===== src/verilog/uwh_pkg.sv =====
// Constants, register map and state type for the write-uncorrectable handler.
// Assumes a single 25 MHz clock and byte addresses on an AXI4-Lite bus.
package uwh_pkg;

	// ----------------------------------------------------------------
	// Command and option codes
	// ----------------------------------------------------------------
	localparam logic [7:0] UWH_OP_MARK     = 8'h45;
	localparam logic [7:0] UWH_FEAT_PSEUDO = 8'h55;
	localparam logic [7:0] UWH_FEAT_FLAG   = 8'haa;

	// ----------------------------------------------------------------
	// Register byte offsets
	// ----------------------------------------------------------------
	localparam logic [7:0] UWH_A_FEAT    = 8'h00;
	localparam logic [7:0] UWH_A_COUNT   = 8'h04;
	localparam logic [7:0] UWH_A_SECNUM  = 8'h08;
	localparam logic [7:0] UWH_A_CYLLO   = 8'h0c;
	localparam logic [7:0] UWH_A_CYLHI   = 8'h10;
	localparam logic [7:0] UWH_A_CTRL    = 8'h14;
	localparam logic [7:0] UWH_A_CCTL    = 8'h18;
	localparam logic [7:0] UWH_A_CMD     = 8'h1c;
	localparam logic [7:0] UWH_A_STATUS  = 8'h20;
	localparam logic [7:0] UWH_A_IRQ_ST  = 8'h24;
	localparam logic [7:0] UWH_A_IRQ_EN  = 8'h28;
	localparam logic [7:0] UWH_A_IRQ_CLR = 8'h2c;
	localparam logic [7:0] UWH_A_LOG     = 8'h30;

	// ----------------------------------------------------------------
	// Field positions and values after reset
	// ----------------------------------------------------------------
	localparam int UWH_ST_BSY  = 7;
	localparam int UWH_ST_RDY  = 6;
	localparam int UWH_ST_DSC  = 4;
	localparam int UWH_ST_ERR  = 0;
	localparam int UWH_ER_UNC  = 6;
	localparam int UWH_ER_ABT  = 2;
	localparam int UWH_ER_CTLE = 0;
	localparam int UWH_CT_HOB  = 0;
	localparam int UWH_CT_WIPE = 1;
	localparam int UWH_IRQ_DONE = 0;
	localparam int UWH_IRQ_ERR  = 1;
	localparam int UWH_IRQ_TMO  = 2;
	localparam logic [2:0]  UWH_RST_IRQ_EN = 3'h0;
	localparam logic [15:0] UWH_RST_CCTL   = 16'h0000;
	localparam logic [16:0] UWH_CNT_ZERO   = 17'h10000;
	localparam logic [1:0]  UWH_OKAY   = 2'b00;
	localparam logic [1:0]  UWH_SLVERR = 2'b10;

	// ----------------------------------------------------------------
	// Marking codes and timing
	// ----------------------------------------------------------------
	localparam logic [1:0] UWH_MK_NONE   = 2'b00;
	localparam logic [1:0] UWH_MK_PSEUDO = 2'b01;
	localparam logic [1:0] UWH_MK_FLAG   = 2'b10;
	localparam int UWH_CLK_NS  = 40;
	localparam int UWH_TICK_NS = 1000;
	localparam int UWH_TICK_CYC = (UWH_TICK_NS + UWH_CLK_NS - 1) / UWH_CLK_NS;

	typedef enum logic [1:0] {UWH_K_MARK = 2'b00, UWH_K_RD = 2'b01, UWH_K_WR = 2'b10} uwh_kind_t;
	typedef enum logic [2:0] {
		UWH_S_IDLE  = 3'b000,
		UWH_S_SETUP = 3'b001,
		UWH_S_STEP  = 3'b011,
		UWH_S_WAIT  = 3'b010,
		UWH_S_VFY   = 3'b110,
		UWH_S_NEXT  = 3'b111,
		UWH_S_FIN   = 3'b101
	} uwh_state_t;
endpackage


===== src/verilog/uwh_top.sv =====
// Write-uncorrectable command handler with task file over AXI4-Lite.
// Assumes a media engine that answers each request with a one-cycle ack.
//
// Summary of operation
// - Error LBA readback, byte chosen by HOB.
// - Time limit overrun sets error bit 0; checked only at each sector step, so one in the last sector goes unreported.
// - Opcode 45h marks sectors uncorrectable.
// - Feature 55h marks whole physical block pseudo.
// - Pseudo read: full recovery, then UNC and ERR.
// - Feature AAh flags only the given sector.
// - Flagged read sets UNC and ERR.
// - Other feature values abort the command.
// - All read command kinds check the marking.
// - Host write stores data, clears marking.
// - After write, verify the sector reads back.
// - Real media faults report matching error status.
// - Markings survive power cycles; the flip-flop table here keeps them across resets only.
// - Abort when the command cannot be processed.
// - Log pseudo markings, not flagged ones.
// - 16-bit count, zero means 65536.
//
// The implementer's own choices: register access over AXI4-Lite and the placing of the registers.
`timescale 1ns/1ps
module uwh_top
	import uwh_pkg::*;
#(
	parameter int          NSECT  = 64,
	parameter int          LPP    = 8,
	parameter int          NRD    = 9,
	parameter logic [71:0] RD_OPS = 72'hc8_25_c4_29_20_24_40_42_2b,
	parameter int          NWR    = 7,
	parameter logic [55:0] WR_OPS = 56'hca_35_c5_39_30_34_3b
) (
	input  wire logic        sys_clk_i,
	input  wire logic        rst_n_i,
	input  wire logic [7:0]  s_axi_awaddr_i,
	input  wire logic        s_axi_awvalid_i,
	output logic             s_axi_awready_o,
	input  wire logic [31:0] s_axi_wdata_i,
	input  wire logic [3:0]  s_axi_wstrb_i,
	input  wire logic        s_axi_wvalid_i,
	output logic             s_axi_wready_o,
	output logic [1:0]       s_axi_bresp_o,
	output logic             s_axi_bvalid_o,
	input  wire logic        s_axi_bready_i,
	input  wire logic [7:0]  s_axi_araddr_i,
	input  wire logic        s_axi_arvalid_i,
	output logic             s_axi_arready_o,
	output logic [31:0]      s_axi_rdata_o,
	output logic [1:0]       s_axi_rresp_o,
	output logic             s_axi_rvalid_o,
	input  wire logic        s_axi_rready_i,
	output logic             med_req_o,
	output logic             med_wr_o,
	output logic [47:0]      med_lba_o,
	input  wire logic        med_ack_i,
	input  wire logic        med_err_i,
	output logic             irq_o
);
	localparam int IW = $clog2(NSECT);

	// ----------------------------------------------------------------
	// Declarations
	// ----------------------------------------------------------------
	logic [7:0]  feat;
	logic [15:0] cnt_reg;
	logic [15:0] sn;
	logic [15:0] cl;
	logic [15:0] ch;
	logic [15:0] cctl;
	logic [7:0]  cmd;
	logic        cmd_go;
	logic        hob;
	logic        wipe;
	logic [2:0]  irq_st;
	logic [2:0]  irq_en;
	logic [15:0] log_cnt;
	logic        aw_got;
	logic        w_got;
	logic [7:0]  awaddr_q;
	logic [31:0] wdata_q;
	logic [3:0]  wstrb_q;
	logic        do_wr;
	logic [31:0] next_rdata;
	logic        rd_hit;
	logic        wr_hit;
	uwh_state_t  state;
	uwh_kind_t   kind;
	logic [1:0]  mark_val;
	logic [47:0] cur_lba;
	logic [47:0] err_lba;
	logic [16:0] left;
	logic [7:0]  err_reg;
	logic [15:0] us_cnt;
	logic        tick;
	logic        tmo;
	logic [1:0]  tab_val;
	logic        tab_wr;
	logic [IW-1:0] tab_lo;
	logic [IW-1:0] tab_hi;
	logic [1:0]  tab_wval;
	logic [IW-1:0] idx;
	logic        in_tab;
	logic [NRD-1:0] rd_m;
	logic [NWR-1:0] wr_m;
	logic [47:0] lba;
	logic [7:0]  status;

	function automatic logic [31:0] merge(input logic [31:0] o, input logic [31:0] d, input logic [3:0] s);
		logic [31:0] r;
		r = o;
		for (int b = 0; b < 4; b++) begin
			if (s[b]) begin
				r[8*b +: 8] = d[8*b +: 8];
			end
		end
		return r;
	endfunction

	assign lba    = {ch[15:8], cl[15:8], sn[15:8], ch[7:0], cl[7:0], sn[7:0]};
	assign idx    = cur_lba[IW-1:0];
	assign in_tab = cur_lba < 48'(NSECT);
	assign tmo    = (cctl != 16'h0000) && (us_cnt >= cctl);
	assign status = {state != UWH_S_IDLE, state == UWH_S_IDLE, 1'b0, 1'b1, 3'b000, err_reg != 8'h00};

	for (genvar g = 0; g < NRD; g++) begin : g_rd
		assign rd_m[g] = cmd == RD_OPS[8*g +: 8];
	end
	for (genvar g = 0; g < NWR; g++) begin : g_wr
		assign wr_m[g] = cmd == WR_OPS[8*g +: 8];
	end

	uwh_tick #(.CYC(UWH_TICK_CYC)) u_tick (
		.sys_clk_i(sys_clk_i),
		.rst_n_i  (rst_n_i),
		.tick_o   (tick)
	);

	uwh_flag_tab #(.NSECT(NSECT), .IW(IW)) u_tab (
		.sys_clk_i(sys_clk_i),
		.wipe_i   (wipe),
		.wr_i     (tab_wr),
		.lo_i     (tab_lo),
		.hi_i     (tab_hi),
		.val_i    (tab_wval),
		.rd_idx_i (idx),
		.rd_val_o (tab_val)
	);

	// ----------------------------------------------------------------
	// AXI4-Lite slave
	// ----------------------------------------------------------------
	assign do_wr = aw_got && w_got && !s_axi_bvalid_o;
	assign wr_hit = awaddr_q[1:0] == 2'b00 && awaddr_q <= UWH_A_LOG && awaddr_q != UWH_A_STATUS
		&& awaddr_q != UWH_A_IRQ_ST;

	always_ff @(posedge sys_clk_i or negedge rst_n_i) begin
		if (!rst_n_i) begin
			aw_got          <= 1'b0;
			w_got           <= 1'b0;
			awaddr_q        <= 8'h00;
			wdata_q         <= 32'h0000_0000;
			wstrb_q         <= 4'h0;
			s_axi_awready_o <= 1'b1;
			s_axi_wready_o  <= 1'b1;
			s_axi_bvalid_o  <= 1'b0;
			s_axi_bresp_o   <= UWH_OKAY;
		end else begin
			if (s_axi_awvalid_i && s_axi_awready_o) begin
				aw_got          <= 1'b1;
				awaddr_q        <= s_axi_awaddr_i;
				s_axi_awready_o <= 1'b0;
			end
			if (s_axi_wvalid_i && s_axi_wready_o) begin
				w_got          <= 1'b1;
				wdata_q        <= s_axi_wdata_i;
				wstrb_q        <= s_axi_wstrb_i;
				s_axi_wready_o <= 1'b0;
			end
			if (do_wr) begin
				aw_got         <= 1'b0;
				w_got          <= 1'b0;
				s_axi_bvalid_o <= 1'b1;
				s_axi_bresp_o  <= wr_hit ? UWH_OKAY : UWH_SLVERR;
			end
			if (s_axi_bvalid_o && s_axi_bready_i) begin
				s_axi_bvalid_o  <= 1'b0;
				s_axi_awready_o <= 1'b1;
				s_axi_wready_o  <= 1'b1;
			end
		end
	end

	always_comb begin
		rd_hit     = 1'b1;
		next_rdata = 32'h0000_0000;
		unique case (s_axi_araddr_i)
			UWH_A_FEAT:   next_rdata[7:0] = feat;
			UWH_A_COUNT:  next_rdata[15:0] = cnt_reg;
			UWH_A_SECNUM: next_rdata[7:0] = hob ? err_lba[31:24] : err_lba[7:0];
			UWH_A_CYLLO:  next_rdata[7:0] = hob ? err_lba[39:32] : err_lba[15:8];
			UWH_A_CYLHI:  next_rdata[7:0] = hob ? err_lba[47:40] : err_lba[23:16];
			UWH_A_CTRL:   next_rdata[UWH_CT_HOB] = hob;
			UWH_A_CCTL:   next_rdata[15:0] = cctl;
			UWH_A_CMD:    next_rdata[7:0] = cmd;
			UWH_A_STATUS: next_rdata[15:0] = {err_reg, status};
			UWH_A_IRQ_ST: next_rdata[2:0] = irq_st;
			UWH_A_IRQ_EN: next_rdata[2:0] = irq_en;
			UWH_A_LOG:    next_rdata[15:0] = log_cnt;
			UWH_A_IRQ_CLR: next_rdata = 32'h0000_0000;
			default:      rd_hit = 1'b0;
		endcase
	end

	always_ff @(posedge sys_clk_i or negedge rst_n_i) begin
		if (!rst_n_i) begin
			s_axi_arready_o <= 1'b1;
			s_axi_rvalid_o  <= 1'b0;
			s_axi_rdata_o   <= 32'h0000_0000;
			s_axi_rresp_o   <= UWH_OKAY;
		end else if (s_axi_arvalid_i && s_axi_arready_o) begin
			s_axi_arready_o <= 1'b0;
			s_axi_rvalid_o  <= 1'b1;
			s_axi_rdata_o   <= next_rdata;
			s_axi_rresp_o   <= rd_hit ? UWH_OKAY : UWH_SLVERR;
		end else if (s_axi_rvalid_o && s_axi_rready_i) begin
			s_axi_rvalid_o  <= 1'b0;
			s_axi_arready_o <= 1'b1;
		end
	end

	// ----------------------------------------------------------------
	// Task-file and control registers
	// ----------------------------------------------------------------
	// A command write while busy is dropped; the pending command keeps its latched LBA.
	always_ff @(posedge sys_clk_i or negedge rst_n_i) begin
		if (!rst_n_i) begin
			feat    <= 8'h00;
			cnt_reg <= 16'h0000;
			sn      <= 16'h0000;
			cl      <= 16'h0000;
			ch      <= 16'h0000;
			cctl    <= UWH_RST_CCTL;
			cmd     <= 8'h00;
			cmd_go  <= 1'b0;
			hob     <= 1'b0;
			wipe    <= 1'b0;
			irq_en  <= UWH_RST_IRQ_EN;
		end else begin
			cmd_go <= 1'b0;
			wipe   <= 1'b0;
			if (do_wr && wr_hit) begin
				unique case (awaddr_q)
					UWH_A_FEAT:   feat <= 8'(merge({24'h0, feat}, wdata_q, wstrb_q));
					UWH_A_COUNT:  cnt_reg <= 16'(merge({16'h0, cnt_reg}, wdata_q, wstrb_q));
					UWH_A_SECNUM: sn <= 16'(merge({16'h0, sn}, wdata_q, wstrb_q));
					UWH_A_CYLLO:  cl <= 16'(merge({16'h0, cl}, wdata_q, wstrb_q));
					UWH_A_CYLHI:  ch <= 16'(merge({16'h0, ch}, wdata_q, wstrb_q));
					UWH_A_CCTL:   cctl <= 16'(merge({16'h0, cctl}, wdata_q, wstrb_q));
					UWH_A_IRQ_EN: irq_en <= 3'(merge({29'h0, irq_en}, wdata_q, wstrb_q));
					UWH_A_CTRL: begin
						if (wstrb_q[0]) begin
							hob  <= wdata_q[UWH_CT_HOB];
							wipe <= wdata_q[UWH_CT_WIPE];
						end
					end
					UWH_A_CMD: begin
						if (wstrb_q[0] && state == UWH_S_IDLE) begin
							cmd    <= wdata_q[7:0];
							cmd_go <= 1'b1;
						end
					end
					default: begin
					end
				endcase
			end
		end
	end

	// ----------------------------------------------------------------
	// Command sequencer
	// ----------------------------------------------------------------
	always_comb begin
		tab_wr   = 1'b0;
		tab_lo   = idx;
		tab_hi   = idx;
		tab_wval = mark_val;
		if (state == UWH_S_STEP && kind == UWH_K_MARK && in_tab && !tmo) begin
			tab_wr = 1'b1;
			if (mark_val == UWH_MK_PSEUDO) begin
				tab_lo = idx & ~IW'(LPP - 1);
				tab_hi = tab_lo | IW'(LPP - 1);
			end
		end else if (state == UWH_S_VFY && med_ack_i && !med_err_i && in_tab) begin
			tab_wr   = 1'b1;
			tab_wval = UWH_MK_NONE;
		end
	end

	always_ff @(posedge sys_clk_i or negedge rst_n_i) begin
		if (!rst_n_i) begin
			us_cnt <= 16'h0000;
		end else if (state == UWH_S_IDLE) begin
			us_cnt <= 16'h0000;
		end else if (tick && us_cnt != 16'hffff) begin
			us_cnt <= us_cnt + 16'h0001;
		end
	end

	always_ff @(posedge sys_clk_i or negedge rst_n_i) begin
		if (!rst_n_i) begin
			state     <= UWH_S_IDLE;
			kind      <= UWH_K_MARK;
			mark_val  <= UWH_MK_NONE;
			cur_lba   <= 48'h0;
			err_lba   <= 48'h0;
			left      <= 17'h0;
			err_reg   <= 8'h00;
			log_cnt   <= 16'h0000;
			med_req_o <= 1'b0;
			med_wr_o  <= 1'b0;
			med_lba_o <= 48'h0;
		end else begin
			unique case (state)
				UWH_S_IDLE: begin
					if (cmd_go) begin
						state   <= UWH_S_SETUP;
						err_reg <= 8'h00;
					end
				end
				UWH_S_SETUP: begin
					cur_lba <= lba;
					left    <= (cnt_reg == 16'h0000) ? UWH_CNT_ZERO : {1'b0, cnt_reg};
					state   <= UWH_S_STEP;
					if (cmd == UWH_OP_MARK) begin
						kind <= UWH_K_MARK;
						if (feat == UWH_FEAT_PSEUDO) begin
							mark_val <= UWH_MK_PSEUDO;
							log_cnt  <= log_cnt + 16'h0001;
						end else if (feat == UWH_FEAT_FLAG) begin
							mark_val <= UWH_MK_FLAG;
						end else begin
							state   <= UWH_S_FIN;
							err_reg <= 8'h04;
						end
					end else if (|rd_m) begin
						kind <= UWH_K_RD;
					end else if (|wr_m) begin
						kind <= UWH_K_WR;
					end else begin
						state   <= UWH_S_FIN;
						err_reg <= 8'h04;
					end
				end
				UWH_S_STEP: begin
					med_lba_o <= cur_lba;
					if (tmo) begin
						state   <= UWH_S_FIN;
						err_reg <= 8'h01;
						err_lba <= cur_lba;
					end else if (kind == UWH_K_MARK) begin
						if (in_tab) begin
							state <= UWH_S_NEXT;
						end else begin
							state   <= UWH_S_FIN;
							err_reg <= 8'h04;
							err_lba <= cur_lba;
						end
					end else if (kind == UWH_K_RD && tab_val == UWH_MK_FLAG && in_tab) begin
						state   <= UWH_S_FIN;
						err_reg <= 8'h40;
						err_lba <= cur_lba;
					end else begin
						med_req_o <= 1'b1;
						med_wr_o  <= kind == UWH_K_WR;
						state     <= UWH_S_WAIT;
					end
				end
				UWH_S_WAIT: begin
					if (med_ack_i) begin
						med_req_o <= 1'b0;
						if (kind == UWH_K_RD) begin
							if (med_err_i || (in_tab && tab_val == UWH_MK_PSEUDO)) begin
								state   <= UWH_S_FIN;
								err_reg <= 8'h40;
								err_lba <= cur_lba;
							end else begin
								state <= UWH_S_NEXT;
							end
						end else if (med_err_i) begin
							state   <= UWH_S_FIN;
							err_reg <= 8'h04;
							err_lba <= cur_lba;
						end else begin
							med_req_o <= 1'b1;
							med_wr_o  <= 1'b0;
							state     <= UWH_S_VFY;
						end
					end
				end
				UWH_S_VFY: begin
					if (med_ack_i) begin
						med_req_o <= 1'b0;
						if (med_err_i) begin
							state   <= UWH_S_FIN;
							err_reg <= 8'h40;
							err_lba <= cur_lba;
						end else begin
							state <= UWH_S_NEXT;
						end
					end
				end
				UWH_S_NEXT: begin
					if (left == 17'h1) begin
						state <= UWH_S_FIN;
					end else begin
						left    <= left - 17'h1;
						cur_lba <= cur_lba + 48'h1;
						state   <= UWH_S_STEP;
					end
				end
				UWH_S_FIN: begin
					state <= UWH_S_IDLE;
				end
				default: begin
					state <= UWH_S_IDLE;
				end
			endcase
		end
	end

	// ----------------------------------------------------------------
	// Interrupts
	// ----------------------------------------------------------------
	always_ff @(posedge sys_clk_i or negedge rst_n_i) begin
		if (!rst_n_i) begin
			irq_st <= 3'h0;
			irq_o  <= 1'b0;
		end else begin
			irq_st <= (irq_st & ~((do_wr && awaddr_q == UWH_A_IRQ_CLR && wstrb_q[0]) ? wdata_q[2:0] : 3'h0))
				| ((state == UWH_S_FIN) ? {err_reg[UWH_ER_CTLE], err_reg != 8'h00, 1'b1} : 3'h0);
			irq_o  <= |(irq_st & irq_en);
		end
	end
endmodule


===== src/verilog/uwh_tick.sv =====
// Microsecond tick divider for the completion time limit.
// Assumes the system clock runs continuously.
`timescale 1ns/1ps
module uwh_tick #(
	parameter int CYC = 25
) (
	input  wire logic sys_clk_i,
	input  wire logic rst_n_i,
	output logic      tick_o
);
	localparam int CW = $clog2(CYC + 1);
	logic [CW-1:0] cnt;

	always_ff @(posedge sys_clk_i or negedge rst_n_i) begin
		if (!rst_n_i) begin
			cnt    <= '0;
			tick_o <= 1'b0;
		end else if (cnt == CW'(CYC - 1)) begin
			cnt    <= '0;
			tick_o <= 1'b1;
		end else begin
			cnt    <= cnt + CW'(1);
			tick_o <= 1'b0;
		end
	end
endmodule


===== src/verilog/uwh_flag_tab.sv =====
// Per-sector marking table held in flip-flops.
// Assumes only an explicit wipe clears the whole table; reset leaves it untouched.
`timescale 1ns/1ps
module uwh_flag_tab
	import uwh_pkg::*;
#(
	parameter int NSECT = 64,
	parameter int IW    = 6
) (
	input  wire logic          sys_clk_i,
	input  wire logic          wipe_i,
	input  wire logic          wr_i,
	input  wire logic [IW-1:0] lo_i,
	input  wire logic [IW-1:0] hi_i,
	input  wire logic [1:0]    val_i,
	input  wire logic [IW-1:0] rd_idx_i,
	output logic      [1:0]    rd_val_o
);
	logic [1:0] vec [NSECT];

	// No reset here, so a marking outlives any reset of the block.
	for (genvar g = 0; g < NSECT; g++) begin : g_ent
		logic [1:0] ent;
		always_ff @(posedge sys_clk_i) begin
			if (wipe_i) begin
				ent <= UWH_MK_NONE;
			end else if (wr_i && lo_i <= IW'(g) && IW'(g) <= hi_i) begin
				ent <= val_i;
			end
		end
		assign vec[g] = ent;
	end

	assign rd_val_o = vec[rd_idx_i];
endmodule


===== config.mk =====
export PLATFORM = sky130hd
export DESIGN_NAME = uwh_top
export DESIGN_NICKNAME = d
export VERILOG_FILES = /design/src/verilog/uwh_pkg.sv /design/src/verilog/uwh_top.sv /design/src/verilog/uwh_tick.sv /design/src/verilog/uwh_flag_tab.sv
export SDC_FILE = /design/constraint.sdc
export NUM_CORES = 1
export LEC_CHECK = 0
export BUFFER_PORTS_ARGS = -buffer_cell sky130_fd_sc_hd__buf_4
export CAP_MARGIN = 25
export CORE_MARGIN = 8
export CORE_UTILIZATION = 55
export DETAILED_ROUTE_END_ITERATION = 6
export MAX_ROUTING_LAYER = met4
export PLACE_DENSITY = 0.73
export SYNTH_ARGS = -nofsm -noshare
export SYNTH_HDL_FRONTEND = slang
export SYNTH_SLANG_ARGS = --single-unit

===== constraint.sdc =====
create_clock -name sys_clk_i -period 4.3 [get_ports sys_clk_i]
set_clock_uncertainty 0.15 [all_clocks]
set_input_delay 0.43 -clock sys_clk_i [delete_from_list [all_inputs] [get_ports sys_clk_i]]
set_output_delay 0.43 -clock sys_clk_i [all_outputs]
set_load 0.01 [all_outputs]

==> flow_summary_export.csv <==
group,metric,value,unit
worst_setup_path,r2r_setup_slack,0.30,ns
yosys,synth.yosys.seq_area_share,49.2,%
layout,syn_to_final_growth,15.1,%
routing,vias,18900,
sta,fin_crit_sh,92.9,%
cts,path_clk_slew,0.06,ns
power_and_ir_drop,p_per_area,438,nW/um^2
sta,setup-violations-final,0,
worst_setup_path,crit_arrival,4.29,ns
floorplan,chipWidth,225,um
routing,via_per_inst,6.22,
worst_setup_path,endpoint_kind,"flip-flop",
floorplan,fp.coreArea,43000,sq um
yosys,ys_seq_elements,496,
sta,hold_slack,0.0560,ns
power_and_ir_drop,vdd_drop_max,0.000333,V
worst_setup_path,cp.required,4.59,ns
floorplan,num_rows,76,
yosys,synth-edff-count,0,
global_route,grt_pass1_wl,106,mm
sta,min_period,4.00,ns
routing,drc,0,
layout,drive_above_1_share,20.7,%
global_route,antenna_found_initial,2,
worst_setup_path,startpoint_type,"flip-flop",
cts,cts_buffers,52,
worst_setup_path,path_buf_inv,2,
cts,clock_path_buffers,3,
cts,cts_max_level,2,
placed_design,gp_congestion,0.902,
sta,hold_viol,0,
layout,nNetsFinal,2502,
cts,clock_latency,0.61,ns
layout,final_cell_mix,"dfrtp_1, nor2_1, mux2_2",
worst_setup_path,r2r_end,"u_tab.g_ent[3].ent[1]",
hold_path,hp-class,"in2reg",
yosys,synth_warnings,0,
worst_setup_path,critPathMaxStageDelay,0.61,ns
layout,final_common_cell,"dfrtp_1",
global_route,grt_use_total,27.1,%
sta,rsz0062_at_grt,"no",
worst_setup_path,crit_type,"reg2reg",
yosys,syn_area_per_cell,10.4,sq um
sta,fin_tns_setup,0,ns
sta,max_slew.worst_pin.slew,1.06,ns
run_status,status,"completed",
routing,routed_wl,67.5,mm
global_route,grt_max_degree,116,
power_and_ir_drop,leakage,11.9,nW
routing,dr.pass1.iters,6,
yosys,async_flop_share,74.2,%
routing,wl_per_cell,22.2,um
layout,largest_reg_flops,128,
layout,top_register,"u_tab.g_ent.ent",
floorplan,fp.dieH,225,um
cts,cts_tree,"built",
worst_setup_path,cp_max_fo,41,
worst_setup_path,slowest_stage,"nor4_1",
sta,maxSlewViolCount,0,
worst_setup_path,timing.rr.start,"cctl[15]",
yosys,synth_cell_types,83,
worst_setup_path,startpoint,"cctl[15]",
yosys,synth_ff_type,"dfrtp_1",
sta,fmax,250,MHz
routing,drtAntennaViolNets,0,
worst_setup_path,cp_top_family,"compound AO/OA/AOI/OAI gates",
yosys,syn_area,23900,sq um
placed_design,port_buffers,116,
worst_setup_path,worst-path-stages,12,
cts,cts_sinks,496,
flow_run,cap_violations,0,
routing,drtIter0Drc,2066,
floorplan,initial_core_util,55.6,%
placed_design,hpwlAfterDp,45.6,mm
floorplan,dieArea,50400,sq um
global_route,grt_pass1_vias,18800,
worst_setup_path,r2r_cells,12,
worst_setup_path,crit_chain,"inv_1 -> ha_1 -> and4_1 -> nand4_1 -> o221ai_1 -> a221o_1 -> a2111oi_2 -> o21ai_2 -> buf_4 -> nor4_1 -> mux2i_1 -> nor2_1",
sta,maxSlewHeadroom,29.2,%
global_route,gr-total-overflow,0,
cts,cts_root_buffer,"clkbuf_16",
worst_setup_path,endpoint,"u_tab.g_ent[3].ent[1]",
yosys,syn_inst,2302,
floorplan,ioPinCount,153,
-- tightest hold or removal path, stage by stage --
cell and delay (ns):
buf_4 0.12, nor2_1 0.06, o32a_1 0.14
-- synth_stat cells, types with 17 or more instances --
library cell	number	area [sq um]
nor4_1	60	375
nand2_1	178	668
dfxtp_1	128	2560
a31oi_1	20	125
nor3_1	51	255
buf_4	22	165
nor2_1	262	983
and3_1	24	150
mux2i_1	172	1720
o21ai_0	110	551
clkbuf_1	105	394
a21oi_1	137	686
dfrtp_1	365	9130
o22ai_1	26	163
ha_1	23	288
mux2_2	206	2320
nand4_1	17	106
inv_1	38	143
mux4_2	20	450
mux2_1	20	225
a22oi_1	27	203
nand3_1	43	215
buf_1	19	71.3
-- area by class of cell --
class                      count  area (sq um)
fill                        3478         15400
sequential                   496         11800
multi-input combinational   1624         11400
timing repair buffer         206          1750
clock buffer                  79          1560
tap                          585           732
clock inverter                16           171
inverter                      38           143
antenna                        2          5.00
-- power breakdown --
group / total, mW / internal, mW / switching (mW)
combinational: 1.90 / 0.727 / 1.17
sequential: 5.61 / 4.94 / 0.670
clock: 4.55 / 2.68 / 1.88
-- how the worst min path moves through the flow --
| stage | start | end | slack, ns | cells past startpoint |
|---|---|---|---|---|
| after global routing | med_ack_i | state[0] | 0.02 | 3 |
| after detailed placement | s_axi_rdata_o[1] | s_axi_rdata_o[1] | 0.32 | 1 |
| final | med_ack_i | med_req_o | 0.06 | 3 |
| after floorplan | rst_n_i | aw_got | -0.02 | 0 |
| after global placement | s_axi_rdata_o[4] | s_axi_rdata_o[4] | 0.32 | 2 |
| after CTS | med_ack_i | state[0] | 0.007 | 3 |
-- kinds of logic after synthesis --
family,share of synthesized area [%]
buffers and inverters,3.68
XOR/XNOR,1.17
adder cells (fa/ha/maj),1.20
AO/OA/AOI/OAI,10.7
AND/OR/NAND/NOR,14.3
flip-flops,49.2
other,0.0157
multiplexers,19.7
-- routing by layer --
layer / vias up / GRT usage [%] / share of wire, %
li1: 8575 / - / -
met1: 9419 / 34.1 / 41
met2: 761 / 43.4 / 48
met3: 192 / 4.35 / 6.9
met4: 0 / 11.0 / 4.2
met5: - / - / 0
-- through the flow --
stage / cell area, sq um / total power, mW / worst slack (ns) / util, % / instances
5_1_grt: 27500 / 12.5 / 0.0802 / 64.1 / 3046
3_3_place_gp: 25400 / 7.45 / 0.380 / 59.1 / 2910
2_1_floorplan: 24000 / 6.42 / 0.995 / - / 2319
4_1_cts: 27500 / 12.1 / 0.320 / 63.9 / 3041
6_report: 27500 / 12.1 / 0.304 / 64.1 / 3046
3_5_place_dp: 25400 / 7.51 / 0.354 / 59.1 / 2911
-- what timing repair did --
action                                  4_1_cts  5_1_grt
endpoints found under the setup margin        0        2
hold buffers                                 35        0
hold endpoints to repair                    143        0
resized for setup                             0        0
buffers inserted                              0        1
Note: power is estimated with default switching activity, not from simulation.
